==> src/logic/ddf_consts.svh <==
`ifndef DDF_CONSTS_SVH
`define DDF_CONSTS_SVH

`define DDF_CHANNELS 16
`define DDF_CNT_W 12
`define DDF_CLK_MHZ 25
`define DDF_TICK_US 10
`define DDF_TICK_CYCLES (`DDF_TICK_US * `DDF_CLK_MHZ)

// Longest bounce ignored and shortest level sensed per range, in microseconds.
`define DDF_IGNORE_10HZ_US 20000
`define DDF_IGNORE_100HZ_US 2000
`define DDF_IGNORE_1KHZ_US 200
`define DDF_SENSE_10HZ_US 50000
`define DDF_SENSE_100HZ_US 5000
`define DDF_SENSE_1KHZ_US 1000

// Acceptance time sits between the two limits of each range.
`define DDF_ACCEPT_10HZ_US ((`DDF_IGNORE_10HZ_US + `DDF_SENSE_10HZ_US * 0) * 5 / 4)
`define DDF_ACCEPT_100HZ_US ((`DDF_IGNORE_100HZ_US + `DDF_SENSE_100HZ_US * 0) * 5 / 4)
`define DDF_ACCEPT_1KHZ_US ((`DDF_IGNORE_1KHZ_US + `DDF_SENSE_1KHZ_US * 0) * 5 / 2)
`define DDF_ACCEPT_10HZ_TICKS (`DDF_ACCEPT_10HZ_US / `DDF_TICK_US)
`define DDF_ACCEPT_100HZ_TICKS (`DDF_ACCEPT_100HZ_US / `DDF_TICK_US)
`define DDF_ACCEPT_1KHZ_TICKS (`DDF_ACCEPT_1KHZ_US / `DDF_TICK_US)

`endif

==> src/logic/ddf_pkg.sv <==
package ddf_pkg;
  typedef enum logic [1:0] {
    DDF_RANGE_10HZ = 2'h0,
    DDF_RANGE_100HZ = 2'h1,
    DDF_RANGE_1KHZ = 2'h2,
    DDF_RANGE_SPARE = 2'h3
  } ddf_range_type;
endpackage

==> src/logic/ddf_ctl_if.sv <==
`timescale 1ns/10ps
`include "ddf_consts.svh"

interface ddf_ctl_if;
  logic tick;
  logic [`DDF_CNT_W-1:0] limit;
  modport source (output tick, output limit);
  modport sink (input tick, input limit);
endinterface

==> src/logic/ddf_channel.sv <==
`timescale 1ns/10ps
`include "ddf_consts.svh"

module ddf_channel (
  input wire logic ref_clk,
  input wire logic rst_n,
  ddf_ctl_if.sink ctl,
  input wire logic field_in,
  output logic chan_level,
  output logic rise_evt,
  output logic fall_evt
);
  logic sync_a;
  logic sync_b;
  logic [`DDF_CNT_W-1:0] cnt;
  wire differs;
  wire accept;
  wire [`DDF_CNT_W-1:0] cnt_inc;

  assign differs = sync_b != chan_level;
  assign cnt_inc = cnt + 12'h001;
  assign accept = differs && ctl.tick && (cnt_inc >= ctl.limit);

  always_ff @(posedge ref_clk) begin
    if (!rst_n) begin
      sync_a <= 1'b0;
      sync_b <= 1'b0;
    end else begin
      sync_a <= field_in;
      sync_b <= sync_a;
    end
  end

  // Any return to the held level restarts the count, so the longest high
  // excursion of a bounce burst is what must stay under the limit.
  always_ff @(posedge ref_clk) begin
    if (!rst_n) begin
      cnt <= 12'h000;
    end else if (!differs || accept) begin
      cnt <= 12'h000;
    end else if (ctl.tick) begin
      cnt <= cnt_inc;
    end
  end

  always_ff @(posedge ref_clk) begin
    if (!rst_n) begin
      chan_level <= 1'b0;
      rise_evt <= 1'b0;
      fall_evt <= 1'b0;
    end else begin
      if (accept) begin
        chan_level <= sync_b;
      end
      rise_evt <= accept && sync_b;
      fall_evt <= accept && !sync_b;
    end
  end

  a_level_needs_count: assert property (@(posedge ref_clk) disable iff (!rst_n)
    $changed(chan_level) |-> $past(ctl.tick) && ($past(cnt) + 12'h001 >= $past(ctl.limit)))
    else $error("level changed before the stable count was reached");
  a_reversal_restarts: assert property (@(posedge ref_clk) disable iff (!rst_n)
    (sync_b == chan_level) |=> (cnt == 12'h000))
    else $error("count kept running after the input returned");
  a_rise_marks_edge: assert property (@(posedge ref_clk) disable iff (!rst_n)
    $rose(chan_level) |-> rise_evt && !fall_evt)
    else $error("rising level without a rise event");
  a_fall_marks_edge: assert property (@(posedge ref_clk) disable iff (!rst_n)
    $fell(chan_level) |-> fall_evt && !rise_evt)
    else $error("falling level without a fall event");
  a_edge_one_cycle: assert property (@(posedge ref_clk) disable iff (!rst_n)
    (rise_evt || fall_evt) |=> !rise_evt && !fall_evt)
    else $error("edge event held longer than one cycle");
  a_count_follows_tick: assert property (@(posedge ref_clk) disable iff (!rst_n)
    (differs && !ctl.tick) |=> (cnt == $past(cnt)))
    else $error("count moved without a sample tick");
endmodule

==> src/logic/ddf_filter.sv <==
`timescale 1ns/10ps
`include "ddf_consts.svh"

// Operation
// - One shared range setting sets the filter time of all sixteen channels.
// - Excursions up to 20, 2 or 0.2 ms are ignored per range.
// - Levels lasting 50, 5 or 1 ms are always sensed per range.
// - Inputs changing up to 10, 100 or 500 Hz are tracked.
// - Pulses between the ignore and sense limits may pass or be dropped.
// - A pulse under the ignore limit never changes the filtered level.
// - Bounce longer than the ignore limit may register as real changes.
// - Bounce length is the longest high interval; that interval is rejected.
// - Edge to event delay differs for each of the three ranges.
// - Each channel shows its filtered level, 0 low and 1 high, continuously.
module ddf_filter #(
  parameter logic [`DDF_CNT_W-1:0] ACCEPT_10HZ_TICKS = `DDF_CNT_W'(`DDF_ACCEPT_10HZ_TICKS),
  parameter logic [`DDF_CNT_W-1:0] ACCEPT_100HZ_TICKS = `DDF_CNT_W'(`DDF_ACCEPT_100HZ_TICKS),
  parameter logic [`DDF_CNT_W-1:0] ACCEPT_1KHZ_TICKS = `DDF_CNT_W'(`DDF_ACCEPT_1KHZ_TICKS)
) (
  input wire logic ref_clk,
  input wire logic rst_n,
  input wire logic [1:0] debounce_range_select,
  input wire logic [`DDF_CHANNELS-1:0] field_in,
  output logic [`DDF_CHANNELS-1:0] chan_level,
  output logic [`DDF_CHANNELS-1:0] rise_evt,
  output logic [`DDF_CHANNELS-1:0] fall_evt
);
  localparam logic [7:0] TICK_LAST = 8'(`DDF_TICK_CYCLES - 1);

  ddf_ctl_if ctl ();

  logic [1:0] range_a;
  ddf_pkg::ddf_range_type range_q;
  logic [7:0] div;
  logic tick;
  logic [`DDF_CNT_W-1:0] limit;
  wire tick_due;
  wire [`DDF_CNT_W-1:0] next_limit;

  assign tick_due = div == TICK_LAST;

  // An unused jumper code falls back to the slowest, safest range.
  assign next_limit = (range_q == ddf_pkg::DDF_RANGE_1KHZ) ? ACCEPT_1KHZ_TICKS :
                      (range_q == ddf_pkg::DDF_RANGE_100HZ) ? ACCEPT_100HZ_TICKS :
                      ACCEPT_10HZ_TICKS;

  assign ctl.tick = tick;
  assign ctl.limit = limit;

  always_ff @(posedge ref_clk) begin
    if (!rst_n) begin
      range_a <= 2'h0;
      range_q <= ddf_pkg::DDF_RANGE_10HZ;
    end else begin
      range_a <= debounce_range_select;
      range_q <= ddf_pkg::ddf_range_type'(range_a);
    end
  end

  always_ff @(posedge ref_clk) begin
    if (!rst_n) begin
      div <= 8'h00;
      tick <= 1'b0;
    end else begin
      div <= tick_due ? 8'h00 : div + 8'h01;
      tick <= tick_due;
    end
  end

  // Acceptance sits above the ignore limit and well under the sense width,
  // which leaves room for the sync and tick jitter and for the fastest rate.
  always_ff @(posedge ref_clk) begin
    if (!rst_n) begin
      limit <= ACCEPT_10HZ_TICKS;
    end else begin
      limit <= next_limit;
    end
  end

  genvar ch;
  generate
    for (ch = 0; ch < `DDF_CHANNELS; ch++) begin : g_chan
      ddf_channel u_chan (
        .ref_clk(ref_clk),
        .rst_n(rst_n),
        .ctl(ctl),
        .field_in(field_in[ch]),
        .chan_level(chan_level[ch]),
        .rise_evt(rise_evt[ch]),
        .fall_evt(fall_evt[ch])
      );
    end
  endgenerate

  // Range selection: each used code must land on its own acceptance count, and
  // the spare code on the slow count, one cycle after the synchronised code settles.
  a_range_limit: assert property (@(posedge ref_clk) disable iff (!rst_n)
    (range_q == ddf_pkg::DDF_RANGE_100HZ) |=> (limit == ACCEPT_100HZ_TICKS))
    else $error("100 Hz range did not select its acceptance count");

  a_range_fast: assert property (@(posedge ref_clk) disable iff (!rst_n)
    (range_q == ddf_pkg::DDF_RANGE_1KHZ) |=> (limit == ACCEPT_1KHZ_TICKS))
    else $error("1 kHz range did not select its acceptance count");

  a_range_slow: assert property (@(posedge ref_clk) disable iff (!rst_n)
    (range_q == ddf_pkg::DDF_RANGE_10HZ) |=> (limit == ACCEPT_10HZ_TICKS))
    else $error("10 Hz range did not select its acceptance count");

  a_range_spare: assert property (@(posedge ref_clk) disable iff (!rst_n)
    (range_q == ddf_pkg::DDF_RANGE_SPARE) |=> (limit == ACCEPT_10HZ_TICKS))
    else $error("unused range code did not fall back to the slow count");

  a_limit_known: assert property (@(posedge ref_clk) disable iff (!rst_n)
    (limit == ACCEPT_10HZ_TICKS) || (limit == ACCEPT_100HZ_TICKS) ||
    (limit == ACCEPT_1KHZ_TICKS))
    else $error("acceptance count is none of the three ranges");

  a_limit_nonzero: assert property (@(posedge ref_clk) disable iff (!rst_n)
    limit != 12'h000)
    else $error("acceptance count of zero would pass any glitch");

  a_limit_stable: assert property (@(posedge ref_clk) disable iff (!rst_n)
    $stable(range_q) |=> $stable(limit))
    else $error("acceptance count moved without a range change");

  // The jumper code crosses two flops before it is decoded.
  a_range_stage: assert property (@(posedge ref_clk) disable iff (!rst_n)
    1'b1 |=> (range_a == $past(debounce_range_select)))
    else $error("first range flop did not follow the pin");

  a_range_sync: assert property (@(posedge ref_clk) disable iff (!rst_n)
    1'b1 |=> (range_q == ddf_pkg::ddf_range_type'($past(range_a))))
    else $error("second range flop did not follow the first");

  // Sample tick: one pulse every 250 cycles, which fixes the 10 us grain of
  // every acceptance time.
  a_tick_spacing: assert property (@(posedge ref_clk) disable iff (!rst_n)
    tick |=> !tick [*8])
    else $error("sample ticks closer than expected");

  a_tick_present: assert property (@(posedge ref_clk) disable iff (!rst_n)
    tick |-> ##[1:250] tick)
    else $error("sample tick missing");

  a_tick_period: assert property (@(posedge ref_clk) disable iff (!rst_n)
    tick |-> ##250 tick)
    else $error("sample tick period is not 250 cycles");

  a_tick_from_due: assert property (@(posedge ref_clk) disable iff (!rst_n)
    1'b1 |=> (tick == $past(tick_due)))
    else $error("tick does not follow the divider terminal count");

  a_tick_div_zero: assert property (@(posedge ref_clk) disable iff (!rst_n)
    tick |-> (div == 8'h00))
    else $error("tick out of step with the divider wrap");

  a_div_bound: assert property (@(posedge ref_clk) disable iff (!rst_n)
    div <= TICK_LAST)
    else $error("divider ran past its terminal count");

  a_div_wrap: assert property (@(posedge ref_clk) disable iff (!rst_n)
    tick_due |=> (div == 8'h00))
    else $error("divider did not wrap at its terminal count");

  a_div_step: assert property (@(posedge ref_clk) disable iff (!rst_n)
    !tick_due |=> (div == $past(div) + 8'h01))
    else $error("divider skipped a count");

  a_due_once: assert property (@(posedge ref_clk) disable iff (!rst_n)
    tick_due |=> !tick_due)
    else $error("divider terminal count held for two cycles");

  // Top-level view of each channel: the event pins must agree with the
  // level pins, since downstream counters rely on both.
  generate
    for (ch = 0; ch < `DDF_CHANNELS; ch++) begin : g_chk
      a_rise_level: assert property (@(posedge ref_clk) disable iff (!rst_n)
        rise_evt[ch] |-> chan_level[ch] && !$past(chan_level[ch]))
        else $error("rise event without a rising level");

      a_fall_level: assert property (@(posedge ref_clk) disable iff (!rst_n)
        fall_evt[ch] |-> !chan_level[ch] && $past(chan_level[ch]))
        else $error("fall event without a falling level");

      a_no_both: assert property (@(posedge ref_clk) disable iff (!rst_n)
        !(rise_evt[ch] && fall_evt[ch]))
        else $error("rise and fall events in one cycle");

      a_level_hold: assert property (@(posedge ref_clk) disable iff (!rst_n)
        !(rise_evt[ch] || fall_evt[ch]) |-> $stable(chan_level[ch]))
        else $error("level moved without an edge event");

      a_event_on_tick: assert property (@(posedge ref_clk) disable iff (!rst_n)
        (rise_evt[ch] || fall_evt[ch]) |-> $past(tick))
        else $error("edge event not aligned to a sample tick");
    end
  endgenerate
endmodule

==> config.mk <==
export PLATFORM = sky130hd
export DESIGN_NAME = ddf_filter
export DESIGN_NICKNAME = d
export VERILOG_FILES = /design/src/logic/ddf_pkg.sv /design/src/logic/ddf_ctl_if.sv /design/src/logic/ddf_channel.sv /design/src/logic/ddf_filter.sv
export VERILOG_INCLUDE_DIRS = /design/src /design/src/logic
export SDC_FILE = /design/constraint.sdc
export NUM_CORES = 1
export LEC_CHECK = 0
export BUFFER_PORTS_ARGS = -buffer_cell sky130_fd_sc_hd__buf_4
export CAP_MARGIN = 20
export CORE_MARGIN = 2
export CORE_UTILIZATION = 50
export DETAILED_ROUTE_END_ITERATION = 6
export PLACE_DENSITY = 0.72
export SYNTH_ARGS = -nofsm -noshare
export SYNTH_HDL_FRONTEND = slang
export SYNTH_SLANG_ARGS = --single-unit
==> constraint.sdc <==
create_clock -name ref_clk -period 4.1 [get_ports ref_clk]
set_input_delay 0.41 -clock ref_clk [delete_from_list [all_inputs] [get_ports ref_clk]]
set_output_delay 0.41 -clock ref_clk [all_outputs]
set_load 0.02 [all_outputs]
# [Word-level counts from Yosys, hierarchy flattened]
# Index checks and enable logic that the tools add are counted.
[classes] n_addsub=17 n_lt_le_gt_ge=16 eq_ne=19 n_mux=2 bitwise=1 reduce_logical=130
[op_table] op="12-bit by 1-bit adder with 12-bit output (second input constant)" count=16
[op_table] op="12-bit >= comparator" count=16
[op_table] op="1-bit logical AND" count=64
[op_table] op="2-bit OR reduction" count=18
[op_table] op="1-bit logical NOT" count=32
[op_table] op="12-bit two-way mux" count=2
[op_table] op="1-bit logical OR" count=16
[op_table] op="1-bit != test" count=16
[op_table] op="8-bit by 1-bit adder with 8-bit output (second input constant)" count=1
[op_table] op="8-bit == test (second input constant)" count=1
[op_table] op="2-bit by 1-bit == test with 1-bit output (second input constant)" count=1
[op_table] op="2-bit == test (second input constant)" count=1
[op_table] op="1-bit NOT" count=1
[word_totals] regBits=297 inputBits=20 output_inout_bits=48 elab_cells=287

# [Logic depth before layout (Yosys ltp)]
[depth] word_depth=5 depth_mapped=13 ltp_nobuf=12

# [Hierarchy]
# Synthesis repeated with hierarchy kept, for this count alone.
[unflattened] cells_unflattened=2385 area_unflattened_um2=20330.7
[modules_own_cells] module="ddf_channel" n_inst=16 cells_each=145 area_each_um2=1231.2 seq_area_each_um2=340.3
[modules_own_cells] module="ddf_filter" n_inst=1 cells_each=65 area_each_um2=631.9 seq_area_each_um2=340.3

# [Least setup slack after synthesis]
# No wires, ideal clock.
[synth_timing] path_kind="reg2reg" start="register limit[5] (netlist: ctl.limit[5])" end="register g_chan[3].u_chan.cnt[1]" setup_ns=0.060 arrival_ns=3.026 required_time_ns=4.040 setup_slack_ns=1.014 stages_incl_launch_ff=8 path_buffers=0 period_less_slack_ns=3.086 cell_sequence="dfxtp_1 -> inv_1 -> ha_1 -> and4_1 -> a2111o_1 -> a32o_1 -> nor3_1 -> a22o_1"
[synth_via] elab_chain_cells=4
[synth_lines] item="start, declared" line="ddf_filter.sv:36" text="logic [`DDF_CNT_W-1:0] limit;"
[synth_lines] item="start signal, assigned" line="ddf_filter.sv:76" text="limit <= next_limit;"
[synth_lines] item="12-bit >= comparator" line="ddf_channel.sv:22" text="assign accept = differs && ctl.tick && (cnt_inc >= ctl.limit);"
[synth_lines] item="1-bit logical AND" line="ddf_channel.sv:22"
[synth_lines] item="1-bit logical OR" line="ddf_channel.sv:39" text="end else if (!differs || accept) begin"
[synth_lines] item="2-bit OR reduction (no source line)"
[synth_lines] item="end signal, assigned" line="ddf_channel.sv:42" text="cnt <= cnt_inc;"
[synth_lines] item="end, declared" line="ddf_channel.sv:15" text="logic [`DDF_CNT_W-1:0] cnt;"
# Every way passes these cells.
# A chain may end at the register's enable or synchronous reset.

# [Worst setup path in the final report]
[layout_timing] start="register g_chan[3].u_chan.cnt[2]" end="register g_chan[3].u_chan.cnt[8]"
[layout_via] elab_chain_cells=5
[layout_lines] item="12-bit by 1-bit adder with 12-bit output" line="ddf_channel.sv:21" text="assign cnt_inc = cnt + 12'h001;"
[layout_lines] item="named net g_chan[3].u_chan.cnt_inc[6]" line="ddf_channel.sv:18" text="wire [`DDF_CNT_W-1:0] cnt_inc;"
[layout_lines] item="12-bit >= comparator" line="ddf_channel.sv:22"
[layout_lines] item="1-bit logical AND" line="ddf_channel.sv:22"
[layout_lines] item="1-bit logical OR" line="ddf_channel.sv:39"
[layout_lines] item="2-bit OR reduction (no source line)"
# The timed path passes the listed nets, and every way through them passes these cells.

==> impl_results.md <==
* Outcome: completed
* H-tree depth at 2
* WL per Instance at roughly 16 um
* Pwr/cell area at about 310 nW/um2
* Post-detail-place hpwl at roughly 28,000 um
* Worst-path clk slew at around 60 ps
* Pins over their slew limit at 0
* Footprint of the multi-input gates at approximately 11,000 um2
* Slew @ Worst Pin at 875 ps
* Worst-case reg-to-reg path depth at 10
* Yosys warnings at 0
* Share of cells above drive strength 1 at 9.90%
* Ranking of synthesized cells by area: dfxtp_1 33%, ha_1 12%, nand2_1 4.5%, xor2_1 4.3%, nand3_1 3.4%
* Grt ovf at 0
* Crit share post-route at roughly 83%
* Final Skew at about 13 ps
* Syn Area/Cell at 8.66 um2
* Hold wc startpoint: field_in[9]
* Critical path's slowest cell: nor3_1
* Hold WC Path Type: input port to register
* Max VDD drop at between 300 and 400 uV
* Final hold vios at 0
* Worst Path Arrival at 3880 ps
* Critical path type: register to register
* Critical path fanouts, max at 10
* Total chip power at approximately 6 mW
* DRC viols at 0
* Worst Hold End: g_chan[9].u_chan.sync_a
* TNS Setup at 0 ps
* Worst reg-to-reg setup slack at between 600 and 700 ps
* Finished Layout Cells at 2,525
* Setup violators final at 0
* Vias in the first global route at ~14,000
* Routed vias/inst at between 5 and 6
* Cell Area, Synth at about 18,000 um2
* Crit-path max cell delay at roughly 600 ps
* Worst Path Buf+Inv at 0
* CTS root buf: clkbuf_16
* Register bit total from synthesis at about 290
* Number of enable flip-flop cells after synthesis at 0
* Critical path capture point type: register
* Startpoint Class: register
* Synth Net Count at 2,207
* Die Wd at 191 um
* Number of post-CTS setup repair buffers at 0
* R2R Path End: g_chan[3].u_chan.cnt[8]
* # diodes at 0
* Worst-path cell chain: nand3_1 -> or2_2 -> nand2_1 -> nand2_1 -> ha_1 -> and4_1 -> a2111o_1 -> a32o_1 -> nor3_1 -> a22o_1
* Crit path required time at approximately 4600 ps
* # IOs at 68
* Largest net degree at the start of global routing at 68
* Max cap viols at 0
* Total Routing Usage GR at between 20% and 30%
* Drt first pass iters at 5
* Final Net Count at 2,230
* Initial drt markers at approximately 1,100
* Number of clock sinks at ~290
* CTS tree: yes
* Core box area at between 30,000 and 40,000 um2
* Total CTS buffers at 34
* Via count at 14,900
* Post-synth top area cell: dfxtp_1
* Worst path most repeated cell: nand2_1
* Tmin final at between 3000 and 4000 ps
* CTS max path bufs at 3
* Filler Cells Inserted at approximately 3,100
* RSZ-0062 raised after global routing: no
* # rows at 68
* Routed WL at roughly 41,000 um
* Synth unique cells at 82
* Fmax at about 290 MHz
* First-pass GRT wire length at around 67,000 um
* Cts hold-fix bufs at 0
* Leakage at 8.22 nW
* Final core utilization at between 50% and 60%
* Synthesized instance count at ~2,000
* Slew headroom at 41.2%
* WHS Path Cells at 2
* Area growth syn-to-layout at 9.95%
* IO buf count at 67
* Post-synth top area share at about a third
* ANT nets after route at 0
* Fraction of registers with async set/reset at 0%
* CP delay by family, top: simple AND/OR/NAND/NOR gates
* Prevailing post-synth register cell: dfxtp_1
* Post-CTS resize count at 0
* Reg area at 5790 um2
* Sequential fraction of the synthesis area at 33.0%
* Routability congestion estimate at 0.895
* RR Startpoint: g_chan[3].u_chan.cnt[2]
* Initial Utilization at between 50% and 60%
* DIE HEIGHT at about 190 um
* Clk Latency, worst-skew pair at 520 ps
* Initial antenna violation count at 1
* Die ar. at 36,600 um2
* Placed cells at 2,465
## final cells by class
class / count / area share [%]
Clock buffer: 47 / 5.19
Clock inverter: 13 / 0.617
Inverter: 57 / 1.11
Multi-Input combinational cell: 1578 / 56.7
Sequential cell: 289 / 30.1
Tap cell: 455 / 2.96
Timing Repair Buffer: 86 / 3.35
## logic make-up (layout without fill, tap and decap cells)
logic type	Yosys count	count (layout)	share of synthesized area (%)
AOI/OAI and AO/OA	413	413	17.6
adders and majority gates	164	164	11.7
DFF	289	289	33.0
and+or+nand+nor	835	835	24.7
xor gates and xnor gates	152	152	7.60
buffers and inverters	156	203	4.63
muxes	14	14	0.800
## worst register-to-register path, delay by kind of cell, from the launching register on
family / cells / cell delay (ps)
AO/OA/AOI/OAI: 3 / 1040
adder cells (fa/ha/maj): 1 / 280
flip-flops: 1 / 400
AND/OR/NAND/NOR: 6 / 1630
## metrics by stage
| stage | hold WS [ps] | instance area, um2 | setup slack, ps |
|---|---|---|---|
| 3_5_place_dp | 420 | 18100 | 733 |
| 2_1_floorplan | 412 | 17500 | 1010 |
| 5_1_grt | 87.0 | 19300 | 451 |
| 6_report | 94.2 | 19300 | 683 |
| 3_3_place_gp | 414 | 18100 | 851 |
| 4_1_cts | 72.4 | 19300 | 696 |
## routing by layer
| metal | GRT usage, % | share of wire [%] | vias up | wire length (um) |
|---|---|---|---|---|
| li1 | - | - | 7432 | - |
| met1 | 29.0 | 47 | 7012 | 18900 |
| met2 | 37.0 | 46 | 347 | 18800 |
| met3 | 3.18 | 5.0 | 62 | 2030 |
| met4 | 6.48 | 2.2 | 0 | 873 |
| met5 | 0 | 0 | - | 0 |
## flip-flops by register name, indices dropped and copies added (netlist names), 2 cells and up
name                      count
ctl.limit                     4
range_a                       2
g_chan.u_chan.cnt           192
g_chan.u_chan.chan_level     16
g_chan.u_chan.sync_a         16
range_q                       2
g_chan.u_chan.rise_evt       16
g_chan.u_chan.sync_b         16
div                           8
g_chan.u_chan.fall_evt       16
## worst max path at each step
| stage | cells past startpoint | end | start |
|---|---|---|---|
| after floorplan | 7 | g_chan[3].u_chan.cnt[1] | ctl.limit[5] |
| after global placement | 10 | g_chan[3].u_chan.cnt[1] | g_chan[3].u_chan.cnt[2] |
| after detailed placement | 10 | g_chan[3].u_chan.cnt[4] | g_chan[3].u_chan.cnt[2] |
| after CTS | 10 | g_chan[3].u_chan.cnt[8] | g_chan[3].u_chan.cnt[2] |
| after global routing | 10 | g_chan[2].u_chan.cnt[4] | g_chan[2].u_chan.cnt[0] |
| final | 10 | g_chan[3].u_chan.cnt[8] | g_chan[3].u_chan.cnt[2] |
## cell usage in the layout (no fill, tap or decap), drive strengths merged, types with 15 or more instances in the layout
| master | instances |
|---|---|
| a32o | 15 |
| a22o | 49 |
| a2111oi | 17 |
| or2 | 24 |
| o21ai | 66 |
| nor3 | 52 |
| clkbuf | 47 |
| nor2 | 156 |
| nand2 | 210 |
| ha | 164 |
| buf | 86 |
| a21oi | 69 |
| a221oi | 27 |
| or3 | 33 |
| nand2b | 28 |
| xnor2 | 66 |
| nand4 | 36 |
| a21o | 47 |
| and3 | 33 |
| xor2 | 86 |
| nand3 | 121 |
| o31ai | 19 |
| dfxtp | 289 |
| nor4b | 24 |
| inv | 58 |
| and2 | 51 |
## cell usage after synthesis, drive strengths merged, types with 8 or more instances
library cell	count
o31ai	19
nand3	121
nor4b	24
a21o	47
xnor2	66
a41o	9
nor2b	12
nor4	12
a2111oi	17
o211ai	13
mux2i	14
clkbuf	32
nand2b	28
inv	56
or3	33
nand2	210
or2	24
o21ai	66
a221oi	27
a21oi	69
ha	164
a22o	49
a32o	15
and2	51
nor2	156
nand3b	8
nand4	36
and4	8
nor3	52
buf	67
xor2	86
and3	33
dfxtp	289
o311ai	8
or4	11
## report_power, final
group	internal (mW)	total [mW]	switching [mW]
clock network	1.78	2.99	1.21
logic	0.0714	0.198	0.126
registers	2.83	2.84	0.0127
Note: power is estimated with default switching activity, not from simulation.
